===== src/atrb_pkg.sv =====
// Package for the trim register bank: offsets, field layout, reset values, states.
// Assumes an APB slave with 32-bit data and byte addressing.
package atrb_pkg;
    // Printed offsets are register indices; byte address is four times the index
    localparam logic [11:0] IDX_CORE0_GAIN = 12'h0360;
    localparam logic [11:0] IDX_CORE1_GAIN = 12'h0361;
    localparam logic [11:0] IDX_CORE2A_GAIN = 12'h0362;
    localparam logic [11:0] IDX_CORE2B_GAIN = 12'h0363;
    localparam logic [11:0] IDX_CORE3C_GAIN = 12'h0364;
    localparam logic [11:0] IDX_CORE3D_GAIN = 12'h0365;
    localparam logic [11:0] IDX_CORE4_GAIN = 12'h0366;
    localparam logic [11:0] IDX_CORE5_OFFSET = 12'h033E;
    localparam int ADDR_W = 14;
    localparam int NUM_GAIN = 7;
    localparam int GAIN_W = 5;
    localparam int GAIN_REG_W = 8;
    localparam int OFFSET_W = 12;
    localparam int OFFSET_REG_W = 16;
    localparam logic [GAIN_REG_W-1:0] GAIN_RESET = 8'h00;
    localparam logic [OFFSET_REG_W-1:0] OFFSET_RESET = 16'h0000;
    localparam int FUSE_WORDS = 8;
    localparam int FUSE_IDX_OFFSET = 7;
    localparam logic [2:0] FUSE_LAST = 3'h7;
    typedef enum logic [1:0] {LD_IDLE, LD_ADDR, LD_WAIT, LD_DONE} atrb_load_t;
endpackage : atrb_pkg


===== src/atrb_fuse_rom.sv =====
// Fuse storage model: small read-only word store with registered read data.
// Assumes fuse contents are presented on a flat input bus from the fuse macro.
`timescale 1ns/1ps
`default_nettype none
module atrb_fuse_rom
#(
    parameter int WORDS = 8,
    parameter int WIDTH = 16
)
(
    // Clock
    input wire logic clk,
    input wire logic clkEn,
    // Fuse array
    input wire logic [WORDS*WIDTH-1:0] fuseBits,
    // Read port
    input wire logic [$clog2(WORDS)-1:0] rdAddr,
    output logic [WIDTH-1:0] rdData
);
    // Elaboration check on the store shape
    generate
        if (WORDS < 2 || WIDTH < 1 || (1 << $clog2(WORDS)) != WORDS)
        begin : gShapeCheck
            $error("fuse store needs a power of two words, at least two");
        end
    endgenerate

    always_ff @(posedge clk)
    begin
        if (clkEn)
        begin
            rdData <= fuseBits[rdAddr*WIDTH +: WIDTH];
        end
    end
endmodule : atrb_fuse_rom
`default_nettype wire


===== src/atrb_trim_bank.sv =====
// Calibration trim register bank: seven fine gain trims and one core 5 offset trim.
// Assumes an APB master on clk and fuse contents that are stable after reset.
// Contract
// - Core 0 gain trim at 0x360, value bits 4:0, bits 7:5 reserved.
// - Core 1 gain trim at 0x361 holds a 5-bit fine gain value.
// - Trim at 0x362 drives core 2 only while sampling first pair.
// - Trim at 0x363 drives core 2 only while sampling second pair.
// - Trim at 0x364 drives core 3 only while sampling third pair.
// - Trim at 0x365 drives core 3 only while sampling fourth pair.
// - Core 4 gain trim at 0x366, bits 4:0, reset value zero.
// - Core 5 offset trim is 12 bits at 11:0, bits 15:12 reserved.
// - Gain trim defaults are loaded from fuse storage after reset.
//
// Local design decision: the APB register port.
`timescale 1ns/1ps
`default_nettype none
module atrb_trim_bank
    import atrb_pkg::*;
(
    // Clock and reset
    input wire logic clk,
    input wire logic rst,
    input wire logic clkEn,
    // APB slave
    input wire logic psel,
    input wire logic penable,
    input wire logic pwrite,
    input wire logic [ADDR_W-1:0] paddr,
    input wire logic [31:0] pwdata,
    input wire logic [3:0] pstrb,
    output logic [31:0] prdata,
    output logic pready,
    output logic pslverr,
    // Fuse storage
    input wire logic [FUSE_WORDS*OFFSET_REG_W-1:0] fuseBits,
    // Input pair selection, asynchronous pins
    input wire logic core2SecondPairSel,
    input wire logic core3FourthPairSel,
    // Trims applied to converter cores
    output logic [GAIN_W-1:0] core0Gain,
    output logic [GAIN_W-1:0] core1Gain,
    output logic [GAIN_W-1:0] core2Gain,
    output logic [GAIN_W-1:0] core3Gain,
    output logic [GAIN_W-1:0] core4Gain,
    output logic [OFFSET_W-1:0] core5Offset,
    output logic fuseLoadDone
);
    // Register decode, index of the gain trim or NUM_GAIN for offset
    function automatic logic [3:0] decodeIdx(input logic [ADDR_W-1:0] addr);
        logic [11:0] idx;
        idx = addr[ADDR_W-1:2];
        case (idx)
            IDX_CORE0_GAIN: decodeIdx = 4'h0;
            IDX_CORE1_GAIN: decodeIdx = 4'h1;
            IDX_CORE2A_GAIN: decodeIdx = 4'h2;
            IDX_CORE2B_GAIN: decodeIdx = 4'h3;
            IDX_CORE3C_GAIN: decodeIdx = 4'h4;
            IDX_CORE3D_GAIN: decodeIdx = 4'h5;
            IDX_CORE4_GAIN: decodeIdx = 4'h6;
            IDX_CORE5_OFFSET: decodeIdx = 4'h7;
            default: decodeIdx = 4'hF;
        endcase
    endfunction : decodeIdx

    // Trim in use for a core with two input pairs
    function automatic logic [GAIN_W-1:0] pickTrim(
        input logic useSecond,
        input logic [GAIN_REG_W-1:0] firstTrim,
        input logic [GAIN_REG_W-1:0] secondTrim
    );
        pickTrim = useSecond ? secondTrim[GAIN_W-1:0] : firstTrim[GAIN_W-1:0];
    endfunction : pickTrim

    logic [GAIN_REG_W-1:0] gain_reg [NUM_GAIN];
    logic [OFFSET_REG_W-1:0] offset_reg;
    logic [3:0] accIdx;
    logic accMapped;
    logic wrStrobe;
    logic rdStrobe;
    logic apbBusy_reg;
    atrb_load_t load_reg;
    logic [2:0] fuseAddr_reg;
    logic [2:0] fuseAddrLd_reg;
    logic [OFFSET_REG_W-1:0] fuseData;
    logic fuseWrite;
    logic [1:0] sel2Sync_reg;
    logic [1:0] sel3Sync_reg;

    assign accIdx = decodeIdx(paddr);
    assign accMapped = (accIdx != 4'hF);
    // Access accepted only once loading is over; registered pready gives every answer one wait state
    assign wrStrobe = psel && penable && pwrite && (load_reg == LD_DONE) && !apbBusy_reg;
    assign rdStrobe = psel && penable && !pwrite && (load_reg == LD_DONE) && !apbBusy_reg;
    assign fuseWrite = (load_reg == LD_WAIT);

    // Elaboration checks on the package layout
    generate
        if (FUSE_WORDS != NUM_GAIN + 1)
        begin : gFuseWordsCheck
            $error("fuse store needs one word for each trim register");
        end
        if (int'(FUSE_LAST) != FUSE_WORDS - 1)
        begin : gFuseLastCheck
            $error("last fuse word index does not match the store depth");
        end
        if (GAIN_W > GAIN_REG_W || OFFSET_W > OFFSET_REG_W)
        begin : gFieldCheck
            $error("trim field wider than its register");
        end
        if (OFFSET_REG_W != 16 || GAIN_REG_W > 8)
        begin : gLaneCheck
            $error("trim registers must fit the byte lanes in use");
        end
        if (ADDR_W != 14)
        begin : gAddrCheck
            $error("address width must cover the twelve-bit register index");
        end
    endgenerate

    // Fuse store
    atrb_fuse_rom #(
        .WORDS(FUSE_WORDS),
        .WIDTH(OFFSET_REG_W)
    ) uFuse (
        .clk(clk),
        .clkEn(clkEn),
        .fuseBits(fuseBits),
        .rdAddr(fuseAddr_reg),
        .rdData(fuseData)
    );

    // Fuse load sequencer after reset
    always_ff @(posedge clk)
    begin
        if (rst)
        begin
            load_reg <= LD_IDLE;
            fuseAddr_reg <= 3'h0;
            fuseAddrLd_reg <= 3'h0;
        end
        else if (clkEn)
        begin
            case (load_reg)
                LD_IDLE: load_reg <= LD_ADDR;
                LD_ADDR:
                begin
                    fuseAddrLd_reg <= fuseAddr_reg;
                    load_reg <= LD_WAIT;
                end
                LD_WAIT:
                begin
                    if (fuseAddr_reg == FUSE_LAST)
                    begin
                        load_reg <= LD_DONE;
                    end
                    else
                    begin
                        fuseAddr_reg <= fuseAddr_reg + 3'h1;
                        load_reg <= LD_ADDR;
                    end
                end
                LD_DONE: load_reg <= LD_DONE;
                default: load_reg <= LD_IDLE;
            endcase
        end
    end

    // Load finished flag, set with the last fuse word
    always_ff @(posedge clk)
    begin
        if (rst)
        begin
            fuseLoadDone <= 1'b0;
        end
        else if (clkEn && fuseWrite && fuseAddr_reg == FUSE_LAST)
        begin
            fuseLoadDone <= 1'b1;
        end
    end

    // Gain trim storage, fuse default then software writes
    genvar g;
    generate
        for (g = 0; g < NUM_GAIN; g++)
        begin : gGain
            always_ff @(posedge clk)
            begin
                if (rst)
                begin
                    gain_reg[g] <= GAIN_RESET;
                end
                else if (clkEn)
                begin
                    if (fuseWrite && fuseAddrLd_reg == 3'(g))
                    begin
                        gain_reg[g] <= fuseData[GAIN_REG_W-1:0];
                    end
                    else if (wrStrobe && accIdx == 4'(g) && pstrb[0])
                    begin
                        gain_reg[g] <= pwdata[GAIN_REG_W-1:0];
                    end
                end
            end
        end
    endgenerate

    // Core 5 offset trim storage
    always_ff @(posedge clk)
    begin
        if (rst)
        begin
            offset_reg <= OFFSET_RESET;
        end
        else if (clkEn)
        begin
            if (fuseWrite && fuseAddrLd_reg == 3'(FUSE_IDX_OFFSET))
            begin
                offset_reg <= fuseData;
            end
            else if (wrStrobe && accIdx == 4'(NUM_GAIN))
            begin
                if (pstrb[0])
                begin
                    offset_reg[7:0] <= pwdata[7:0];
                end
                if (pstrb[1])
                begin
                    offset_reg[15:8] <= pwdata[15:8];
                end
            end
        end
    end

    // Busy for one edge after an accepted access
    always_ff @(posedge clk)
    begin
        if (rst)
        begin
            apbBusy_reg <= 1'b0;
        end
        else if (clkEn)
        begin
            apbBusy_reg <= wrStrobe || rdStrobe;
        end
    end

    // Ready and error pulse for one cycle
    always_ff @(posedge clk)
    begin
        if (rst)
        begin
            pready <= 1'b0;
            pslverr <= 1'b0;
        end
        else if (clkEn)
        begin
            pready <= wrStrobe || rdStrobe;
            pslverr <= (wrStrobe || rdStrobe) && !accMapped;
        end
    end

    // Read data, held until the next answer; writes and unmapped give zero
    always_ff @(posedge clk)
    begin
        if (rst)
        begin
            prdata <= 32'h0000_0000;
        end
        else if (clkEn && (wrStrobe || rdStrobe))
        begin
            if (rdStrobe && accIdx < 4'(NUM_GAIN))
            begin
                prdata <= {24'h00_0000, gain_reg[accIdx[2:0]]};
            end
            else if (rdStrobe && accIdx == 4'(NUM_GAIN))
            begin
                prdata <= {16'h0000, offset_reg};
            end
            else
            begin
                prdata <= 32'h0000_0000;
            end
        end
    end

    // Input pair selects pass two flip-flops
    always_ff @(posedge clk)
    begin
        if (rst)
        begin
            sel2Sync_reg <= 2'b00;
            sel3Sync_reg <= 2'b00;
        end
        else if (clkEn)
        begin
            sel2Sync_reg <= {sel2Sync_reg[0], core2SecondPairSel};
            sel3Sync_reg <= {sel3Sync_reg[0], core3FourthPairSel};
        end
    end

    // Gains of the single-pair cores
    always_ff @(posedge clk)
    begin
        if (rst)
        begin
            core0Gain <= 5'h00;
            core1Gain <= 5'h00;
            core4Gain <= 5'h00;
        end
        else if (clkEn)
        begin
            core0Gain <= gain_reg[0][GAIN_W-1:0];
            core1Gain <= gain_reg[1][GAIN_W-1:0];
            core4Gain <= gain_reg[6][GAIN_W-1:0];
        end
    end

    // Gains of the cores that switch input pairs
    always_ff @(posedge clk)
    begin
        if (rst)
        begin
            core2Gain <= 5'h00;
            core3Gain <= 5'h00;
        end
        else if (clkEn)
        begin
            core2Gain <= pickTrim(sel2Sync_reg[1], gain_reg[2], gain_reg[3]);
            core3Gain <= pickTrim(sel3Sync_reg[1], gain_reg[4], gain_reg[5]);
        end
    end

    // Core 5 offset trim
    always_ff @(posedge clk)
    begin
        if (rst)
        begin
            core5Offset <= 12'h000;
        end
        else if (clkEn)
        begin
            core5Offset <= offset_reg[OFFSET_W-1:0];
        end
    end
endmodule : atrb_trim_bank
`default_nettype wire


===== config.mk =====
export PLATFORM = sky130hd
export DESIGN_NAME = atrb_trim_bank
export DESIGN_NICKNAME = d
export VERILOG_FILES = /design/src/atrb_pkg.sv /design/src/atrb_fuse_rom.sv /design/src/atrb_trim_bank.sv
export SDC_FILE = /design/constraint.sdc
export NUM_CORES = 1
export LEC_CHECK = 0
export BUFFER_PORTS_ARGS = -buffer_cell sky130_fd_sc_hd__buf_4
export CORE_AREA = 2 2 136 138
export DETAILED_ROUTE_END_ITERATION = 12
export DIE_AREA = 0 0 138 140
export PLACE_DENSITY = 0.76
export SLEW_MARGIN = 20
export SYNTH_ARGS = -nofsm -noshare
export SYNTH_HDL_FRONTEND = slang
export SYNTH_HIERARCHICAL = 1
export SYNTH_SLANG_ARGS = --single-unit

===== constraint.sdc =====
create_clock -name clk -period 2.2 [get_ports clk]
set_input_delay 0.33 -clock clk [delete_from_list [all_inputs] [get_ports clk]]
set_output_delay 0.33 -clock clk [all_outputs]
set_load 0.01 [all_outputs]

==> results of run 1 <==
[tightest hold or removal path: stages]
cell	delay [ps]
buf_4	70
mux2i_1	50
nor2_1	70
[path summary, 6_finish.rpt]
kind,slack [ps],endpoint
setup / recovery,160,gain_reg[0][7]
hold / removal,140,sel2Sync_reg[0]
setup reg to reg,160,gain_reg[0][7]
hold reg to reg,480,fuseLoadDone
[stage by stage]
stage                     worst slack, ps  area (µm²)  utilization (%)  hold slack (ps)
final                                 159       10800             60.8              136
after global routing                 22.4       10800             60.8              132
after CTS                            62.7       10800             60.8              124
after detailed placement             6.76       10200             57.4              467
after global placement               71.8       10200             57.4              456
after floorplan                      46.6        8250                -              442
[cells by family (layout without fill, tap and decap cells)]
| family | after synthesis | after routing | synth area share, % |
|---|---|---|---|
| adders and majority gates | 2 | 2 | 0.305 |
| muxes | 113 | 113 | 20.9 |
| other | 1 | 16 | 0.0458 |
| DFF | 156 | 156 | 46.9 |
| and+or+nand+nor | 175 | 175 | 11.8 |
| xor gates and xnor gates | 1 | 1 | 0.107 |
| buffers and inverters | 82 | 304 | 5.24 |
| AOI/OAI and AO/OA | 155 | 155 | 14.7 |
[Yosys cell counts (all sizes together) (3+ instances only)]
library cell	count	area (µm²)
or3	3	18.8
o21ai	13	65.1
and2	6	37.5
nor3	23	135
clkbuf	30	115
a22o	42	368
a31oi	4	25.0
mux2	17	191
buf	50	307
mux4	36	916
dfxtp	84	1680
nor4	7	114
a41oi	4	35.0
o22ai	4	25.0
nand2	26	100
o211ai	7	52.6
nand2b	5	31.3
a32o	14	140
nand3b	4	30.0
a22oi	17	128
a211o	3	26.3
nor2	71	269
a211oi	26	195
edfxtp	72	2160
nand3	6	35.0
mux2i	60	601
nor2b	12	75.1
a21oi	11	55.1
nor4b	3	41.3
and4b	3	30.0
[metal layers]
layer / vias up / wire (µm) / track usage, %
li1: 3111 / - / -
met5: - / 0 / 0
met4: 0 / 836 / 11.1
met3: 47 / 1490 / 4.96
met1: 3175 / 8620 / 25.5
met2: 315 / 12200 / 43.3
[what timing repair did]
| action | 4_1_cts | 5_1_grt |
|---|---|---|
| hold buffers | 0 | 0 |
| resized for setup | 0 | 1 |
| endpoints found under the setup margin | 0 | 8 |
| hold endpoints to repair | 0 | 0 |
| setup buffers | 0 | 0 |
[power by group through the flow]
stage | registers [µW] | logic, µW | clock network (µW)
global route | 3200 | 766 | 3130
CTS | 3190 | 718 | 3010
floorplan | 3220 | 361 | 0
finish | 3190 | 717 | 2990
detailed placement | 3250 | 716 | 0
global placement | 3250 | 703 | 0
[area by class of cell]
type / instances / area [µm²] / area share (%)
clock inverters: 14 / 170 / 1.57
multi-input cells: 462 / 3980 / 36.8
flip-flops and latches: 156 / 3840 / 35.6
well taps: 229 / 287 / 2.65
repair buffers: 270 / 2090 / 19.3
clock buffers: 18 / 429 / 3.97
inverters: 2 / 7.51 / 0.0695
==> implementation parameters, run 1 <==
Parameter                              Value

Critical path
  CP Buf/Inv Count ... 2
  Critical path origin ... pready
  Crit path required time ... 2350 ps
  Arrival @ worst endpoint ... 2190 ps
  Total stage count of the critical path ... 7
  Crit path cell chain ... and4b_1, nand4_2, nor4_2, buf_4, and2_1, a211o_1, buf_12
  Worst path top cell family by delay ... simple AND/OR/NAND/NOR gates
  R2R depth ... 7
  Cell type of the slowest stage on the worst timing path ... dfxtp_1
  Critical path launch point type ... register
  Top fanout value on the critical path ... 14
  Crit. End Element ... register
  Peak per-stage delay on the critical path ... 340 ps
  Worst flop-to-flop path startpoint ... pready
  Setup Crit Path Kind ... register to register

STA
  Upper clock frequency limit ... 0.490 GHz
  Period Utilization, post-route ... 92.8%
  Setup repair after global routing missed its margin ... false
  Worst clock skew on the final layout ... 9.84 ps
  Sum Neg Setup Slack ... 0 ps
  Period minus WS final ... 2040 ps
  Final hold violation count ... 0
  Slew at the pin closest to its max-slew limit ... 665 ps
  Pins Over Slew Limit ... 0
  Relative max-transition margin ... 55.7%
  Setup-violating endpoint count in the final report ... 0

Logic synthesis
  Flip-flop and latch count after synthesis ... 156
  EDFF count, synth ... 72
  Unique masters post-synth ... 59
  Synthesized area divided by synthesized cell count ... 12.0 µm²
  Post-synthesis cell count ... 685
  Share of flip-flops with an asynchronous set or reset ... 0%
  Sequential cell area fraction in the yosys report ... 46.9%
  Primary flip-flop cell chosen by synthesis mapping ... dfxtp_1
  Summed instance area of the synthesized netlist ... 8190 µm²
  Synth Warn # ... 6

Clock tree
  Maximum buffer depth of the clock tree ... 2
  CTS Sinks ... 156
  Clk_lat worst skew ... 430 ps
  CTS buffer count ... 17
  Root Buffer Master ... clkbuf_16
  Worst-path clk slew ... 60 ps
  Number of H-tree branching levels ... 4
  TritonCTS clock tree ... built

Power
  Total power draw ... 6890 µW
  Internal power summed over all cells ... 5310 µW
  Leakage power of the design ... 0.00438 µW
  Peak VDD IR ... 0.502 mV
  Switching share of power ... 23.0%
  Power spent charging and discharging nets ... 1590 µW
  Power density cells ... 638 nW/µm²
  Part of the power in the clock network ... 43.3%
  Logic pwr share ... 10.4%
  Sequential share of power ... 46.3%

Drt
  Number of optimization iterations in the first detailed-route pass ... 5
  Vias per cell ... 5.78
  Routed length per placed instance ... 20.1 µm
  Antenna Violating Nets Remaining ... 0
  Count of vias placed by the detailed router ... 6,648
  Starting DRC count in detailed routing ... 454
  DR DRC count ... 0
  Total wirelength of the detailed-routed design ... 23,100 µm

Die
  Total number of placement rows ... 49
  Initial core utilization ... 46.1%
  Die height ... 140 µm
  Core area ... 17,800 µm²
  I/O pin total ... 258
  Die area ... 19,300 µm²
  Width of the die ... 138 µm

Global route
  Number of global-route vias before repair ... 6,581
  Total congestion overflow after global routing ... 0
  Pin count of the biggest net entering global routing ... 48
  Overall fraction of global-route tracks in use ... 23.4%
  Wire length of the first global-routing pass ... 35,000 µm
  Antenna violations before repair ... 0

Job
  # Max-Cap Violations ... 0

Layout
  Share of cells above drive strength 1 ... 37.7%
  Largest register FFs ... 56
  Commonest non-fill, non-tap cell in the layout ... buf_4
  Final cell count without fillers ... 1,151
  Synth-to-Final Area Change ... 31.9%
  Antenna fix cells ... 0
  Commonest cells after routing, fill and taps aside ... 265 x buf_4, 83 x dfxtp_1, 72 x edfxtp_1
  Filler cell count ... 1,439
  Fin nets ... 1,097

Hold path
  Hold path start ... core2SecondPairSel
  Depth of the worst hold-timing path ... 3
  Worst hold-check path type ... primary input to register

Place
  Gp weighted congestion ... 0.875
  Quantity of I/O buffers inserted on ports ... 221
  Placed Instances ... 1,119
  Detailed-placement wirelength estimate ... 18,000 µm

Outcome
  Run status ... finished, final reports clean
(Power assumes the default switching activity.)
==> run 2: changes to the inputs <==
Settings changed: ABC_AREA set to 1, CORE_AREA 2 2 136 138 to 2 2 141 143, DIE_AREA 0 0 138 140 to 0 0 143 145, PLACE_DENSITY 0.76 to 0.77.
==> run 2 against run 1 <==
Compared with the run above: worst hold slack lost 15 ps; count of clock-buffer cells in the layout grew 3; first-iteration DRC count grew 65%; utilization shrank 0.22 points; via count grew 35%; highest routed layer unchanged; routed wire length grew 11%; final area grew 7.6%; largest cell class unchanged; critical path depth grew 2; register-to-register slack is essentially flat; critical endpoint is now gain_reg[4][7]; sequential power is essentially flat; largest power group unchanged.
==> implementation parameters, run 2 <==
Parameter                              Value

Layout
  Fin nets ... 1,682
  Largest register FFs ... 56
  Commonest non-fill, non-tap cell in the layout ... nand2_1
  Final cell count without fillers ... 1,772
  Commonest cells after routing, fill and taps aside ... 339 x nand2_1, 260 x buf_4, 217 x inv_1
  Share of cells above drive strength 1 ... 23.6%
  Filler cell count ... 1,766
  Antenna fix cells ... 0
  Post-route design area ... 11,600 µm²
  Synth-to-Final Area Change ... 27.9%

Critical path
  CP Buf/Inv Count ... 2
  Arrival @ worst endpoint ... 2180 ps
  Worst path top cell family by delay ... simple AND/OR/NAND/NOR gates
  Peak per-stage delay on the critical path ... 380 ps
  Top fanout value on the critical path ... 8
  Crit path required time ... 2330 ps
  Setup Crit Path Kind ... register to register
  Crit path cell chain ... nand2_1, nor2_1, nand4_4, nor3_1, o21ai_1, nor2_4, inv_1, nand3_1, buf_4
  Critical path launch point type ... register
  Cell type of the slowest stage on the worst timing path ... dfxtp_1
  Crit. End Element ... register

Logic synthesis
  Library cell occupying the most area in the post-synthesis netlist ... edfxtp_1
  Sequential cell area fraction in the yosys report ... 42.3%
  Synth Warn # ... 6
  Summed instance area of the synthesized netlist ... 9090 µm²
  Area share of fa/ha/maj cells after synthesis ... 0.275%
  Xor/xnor cell area share of the yosys netlist ... 0%
  Leading cell types by total area after synthesis ... edfxtp_1 24%, dfxtp_1 18%, nand2_1 14%
  Dominant combinational cell family by area after synthesis ... simple AND/OR/NAND/NOR gates
  Primary flip-flop cell chosen by synthesis mapping ... dfxtp_1
  Compound-gate portion of the synthesized area ... 14.8%
  EDFF count, synth ... 72
  Portion of synthesized cell area occupied by the leading cell type ... 23.8%
  Unique masters post-synth ... 39
  Post-synthesis simple-gate area fraction ... 27.9%
  Proportion of synthesized area in mux cells ... 0%
  Cell with the most instances after synthesis ... nand2_1
  Post-synthesis cell count ... 1,268
  Leading cell types by count after synthesis ... 339 x nand2_1, 217 x inv_1, 118 x nand3_1
  Synthesized area divided by synthesized cell count ... 7.17 µm²
  Flip-flop and latch count after synthesis ... 156
  Share of flip-flops with an asynchronous set or reset ... 0%

STA
  Upper clock frequency limit ... 0.487 GHz
  Worst clock skew on the final layout ... 6.50 ps
  Worst hold margin ... 121 ps
  Slew at the pin closest to its max-slew limit ... 1020 ps
  Relative max-transition margin ... 31.9%
  Period minus WS final ... 2050 ps
  Period Utilization, post-route ... 93.3%
  Final hold violation count ... 0
  Pins Over Slew Limit ... 0
  Setup-violating endpoint count in the final report ... 0

Power
  Leakage power of the design ... 0.00580 µW
  Peak VDD IR ... 0.537 mV
  Power density cells ... 579 nW/µm²

Outcome
  Run status ... finished, final reports clean

Global route
  Number of global-route vias before repair ... 8,608
  Antenna violations before repair ... 0
  Total congestion overflow after global routing ... 0
  Pin count of the biggest net entering global routing ... 51
  Overall fraction of global-route tracks in use ... 24.9%
  Wire length of the first global-routing pass ... 41,200 µm

Die
  Total number of placement rows ... 51
  Width of the die ... 143 µm
  I/O pin total ... 258
  Initial core utilization ... 47.4%
  Core area ... 19,200 µm²
  Die height ... 145 µm
  Die area ... 20,700 µm²

Clock tree
  Maximum buffer depth of the clock tree ... 2
  Number of H-tree branching levels ... 4
  CTS Sinks ... 156
  TritonCTS clock tree ... built
  CTS buffer count ... 17
  Clk_lat worst skew ... 430 ps
  Root Buffer Master ... clkbuf_16
  Worst-path clk slew ... 60 ps

Drt
  Met3 routed wirelength ... 1820 µm
  Total wirelength of the detailed-routed design ... 25,700 µm
  Count of vias placed by the detailed router ... 8,976
  DR DRC count ... 0
  Number of optimization iterations in the first detailed-route pass ... 5
  Routed length per placed instance ... 14.5 µm
  Met1 WL ... 9810 µm
  Metal2 WL ... 13,000 µm
  Top Metal Used ... met4
  Vias per cell ... 5.07
  Antenna Violating Nets Remaining ... 0
  Starting DRC count in detailed routing ... 748

Place
  Area of placed instances ... 11,100 µm²
  Placed Instances ... 1,740
  Detailed-placement wirelength estimate ... 19,700 µm
  Quantity of I/O buffers inserted on ports ... 221
  Gp weighted congestion ... 0.927

Hold path
  Worst hold-check path type ... primary input to register

Job
  # Max-Cap Violations ... 0
-- run 2: cells by family after synthesis --
kind of cell             after synthesis
flip-flops                           156
buffers and inverters                307
AND/OR/NAND/NOR                      582
other                                  1
AO/OA/AOI/OAI                        220
adder cells (fa/ha/maj)                2
-- run 2: worst register-to-register path, stage by stage (launching register included) --
cell	delay (ps)
dfxtp_1	380
nand2_1	110
nor2_1	200
nand4_4	190
nor3_1	170
o21ai_1	160
nor2_4	210
inv_1	70
nand3_1	60
buf_4	190
-- run 2: final cells by class --
type / count / area (µm²) / area share [%]
Sequential cell: 156 / 3840 / 33.1
Clock inverter: 11 / 65.1 / 0.559
Clock buffer: 21 / 462 / 3.97
Inverter: 233 / 877 / 7.54
Multi-Input combinational cell: 820 / 3980 / 34.2
Tap cell: 265 / 332 / 2.85
Timing Repair Buffer: 266 / 2070 / 17.8
-- run 2: metal layers --
metal	track usage (%)	vias to the layer above
met1	28.3	4004
met5	0	-
met2	43.6	416
met4	12.7	0
met3	5.28	84
li1	-	4472
-- run 2: per-stage QoR --
step	setup slack, ps	power, µW	TNS (ps)	util, %
finish	147	6730	0	60.6
global placement	118	4130	0	57.8
global route	-11.3	6990	-141	60.6
detailed placement	53.9	4140	0	57.8
CTS	69.3	6760	0	60.5
floorplan	242	3710	0	-
-- run 2: path summary, 6_finish.rpt --
check	cells past startpoint	from	end	slack (ps)
max	9	load_reg[0]	gain_reg[4][7]	150
min reg2reg	2	pslverr	pslverr	470
max reg2reg	9	load_reg[0]	gain_reg[4][7]	150
min	3	core2SecondPairSel	sel2Sync_reg[0]	120
-- run 2: timing repair --
| action | CTS | global route |
|---|---|---|
| setup buffers | 0 | 0 |
| resized for setup | 0 | 2 |
| hold buffers | 0 | 0 |
| setup endpoints to repair | 0 | 30 |
-- run 2: where the power goes --
| part | leakage [µW] | switching [µW] | internal (µW) |
|---|---|---|---|
| sequential | 0.00142 | 66.8 | 3150 |
| combinational | 0.00410 | 465 | 397 |
| clock | 0.000275 | 1150 | 1500 |
| total | 0.00580 | 1690 | 5050 |
==> run 3: changes to the inputs <==
Settings changed: CORE_AREA 2 2 141 143 to 2 2 127 159, DIE_AREA 0 0 143 145 to 0 0 129 161, PLACE_DENSITY 0.77 to 0.76.
==> run 3 against run 2 <==
Compared with the run above: power is 3.9% higher; first-iteration DRC count is 20% lower; final area is 1.0% higher; count of clock-buffer cells in the layout is 3 higher; die area is 0.16% higher; utilization is 0.24 points higher; worst setup slack worse by 48 ps; fmax is 2.3% lower; via count hardly changed; flip-flop and latch count stayed put; critical endpoint is now gain_reg[4][1].
==> implementation parameters, run 3 (same netlist as run 2, synthesis figures left out) <==
Parameter                              Value

Critical path
  Register-to-register setup slack ... 100 ps
  Crit path required time ... 2340 ps
  Setup Crit Path Kind ... register to register
  Critical path launch point type ... register
  Top fanout value on the critical path ... 8
  Crit. End Element ... register
  Arrival @ worst endpoint ... 2240 ps

Outcome
  Run status ... finished, final reports clean

Layout
  Final cell count without fillers ... 1,771
  Fin nets ... 1,681
  Filler cell count ... 1,761
  Antenna fix cells ... 0
  Largest register FFs ... 56
  Commonest cells after routing, fill and taps aside ... 338 x nand2_1, 255 x buf_4, 217 x inv_1
  Util after Layout ... 60.8%
  Commonest non-fill, non-tap cell in the layout ... nand2_1
  Synth-to-Final Area Change ... 29.2%
  Area of all sequential standard cells ... 3840 µm²
  Share of cells above drive strength 1 ... 23.7%
  Multi-input combinational cell area ... 3990 µm²

Die
  I/O pin total ... 258
  Core area ... 19,300 µm²
  Initial core utilization ... 47.1%
  Width of the die ... 129 µm
  Total number of placement rows ... 57
  Die area ... 20,800 µm²
  Die height ... 161 µm

Clock tree
  Maximum buffer depth of the clock tree ... 2
  Number of H-tree branching levels ... 4
  CTS Sinks ... 156
  Clk_lat worst skew ... 430 ps
  CTS buffer count ... 17
  TritonCTS clock tree ... built
  Worst-path clk slew ... 60 ps
  # Post-CTS Setup Buffers ... 0
  Root Buffer Master ... clkbuf_16
  CTS hold repair buffers ... 0

Place
  Placed Instances ... 1,739
  Detailed-placement wirelength estimate ... 19,900 µm
  Quantity of I/O buffers inserted on ports ... 221
  Gp weighted congestion ... 0.918

Drt
  Count of vias placed by the detailed router ... 8,974
  DR DRC count ... 0
  Total wirelength of the detailed-routed design ... 26,600 µm
  Routed length per placed instance ... 15.0 µm
  Starting DRC count in detailed routing ... 601
  Number of optimization iterations in the first detailed-route pass ... 6
  Antenna Violating Nets Remaining ... 0
  Vias per cell ... 5.07

STA
  Pins Over Slew Limit ... 0
  Final hold violation count ... 0
  Period minus WS final ... 2100 ps
  Setup-violating endpoint count in the final report ... 0
  Upper clock frequency limit ... 0.476 GHz
  Slew at the pin closest to its max-slew limit ... 1090 ps
  Worst clock skew on the final layout ... 5.44 ps
  Period Utilization, post-route ... 95.5%
  Worst hold margin ... 124 ps
  Sum Neg Setup Slack ... 0 ps
  Setup repair after global routing missed its margin ... false
  Relative max-transition margin ... 27.3%

Power
  Total power draw ... 6990 µW
  Leakage power of the design ... 0.00584 µW
  Power density cells ... 595 nW/µm²
  Peak VDD IR ... 0.688 mV

Global route
  Antenna violations before repair ... 0
  Overall fraction of global-route tracks in use ... 25.8%
  Number of global-route vias before repair ... 8,776
  Wire length of the first global-routing pass ... 41,900 µm
  Pin count of the biggest net entering global routing ... 65
  Total congestion overflow after global routing ... 0

Hold path
  Worst hold-check path type ... primary input to register

Job
  # Max-Cap Violations ... 0
## run 3: cell count changes in the layout (fill, tap and decap cells not counted), moves of 2 or more
cell | before | now
buf_4 | 260 | 255
buf_12 | 6 | 10
clkbuf_8 | 2 | 5
clkbuf_16 | 17 | 19
clkinv_2 | 7 | 5
clkinv_4 | 0 | 2
inv_4 | 3 | 1
## run 3: area by class of cell
| cell class | count | area share, % |
|---|---|---|
| Sequential cell | 156 | 32.7 |
| Inverter | 233 | 7.46 |
| Clock buffer | 24 | 4.63 |
| Timing Repair Buffer | 265 | 18.0 |
| Tap cell | 265 | 2.82 |
| Multi-Input combinational cell | 820 | 33.9 |
| Clock inverter | 8 | 0.437 |
## run 3: worst paths after layout
| check | startpoint | end | depth (start not counted) |
|---|---|---|---|
| setup / recovery | load_reg[0] | gain_reg[4][1] | 9 |
| hold / removal | core3FourthPairSel | sel3Sync_reg[0] | 3 |
| setup reg to reg | load_reg[0] | gain_reg[4][1] | 9 |
| hold reg to reg | pslverr | pslverr | 2 |
## run 3: worst max-delay path, stage by stage, from the launching register on
cell and delay, ps:
dfxtp_1 390, nand2_1 120, nor2_1 190, nand4_4 200, nor3_1 220, o21ai_1 200
nor2_4 170, inv_1 70, nand3_1 60, buf_4 190
## run 3: metal layers
metal | global-route usage, % | routed length, µm | vias up
li1 | - | - | 4473
met1 | 26.2 | 9460 | 4019
met2 | 48.5 | 14200 | 396
met3 | 4.37 | 1610 | 86
met4 | 15.5 | 1290 | 0
met5 | 0 | 0 | -
## run 3: per-stage QoR
stage / cell area (µm²) / worst slack [ps]
floorplan: 9150 / 242
global placement: 11100 / 114
detailed placement: 11100 / 46.2
CTS: 11700 / 43.3
global route: 11800 / 7.86
finish: 11800 / 99.7
## run 3: report_power, final
part / switching, µW / internal, µW / total, µW / leakage, µW
clock network: 1180 / 1730 / 2900 / 0.000302
logic: 475 / 400 / 876 / 0.00411
registers: 63.5 / 3150 / 3220 / 0.00142
total: 1710 / 5280 / 6990 / 0.00584
## run 3: repair_timing
| item | 4_1_cts | 5_1_grt |
|---|---|---|
| setup endpoints to repair | 8 | 51 |
| cloned | 0 | 0 |
| gates resized for setup | 1 | 3 |
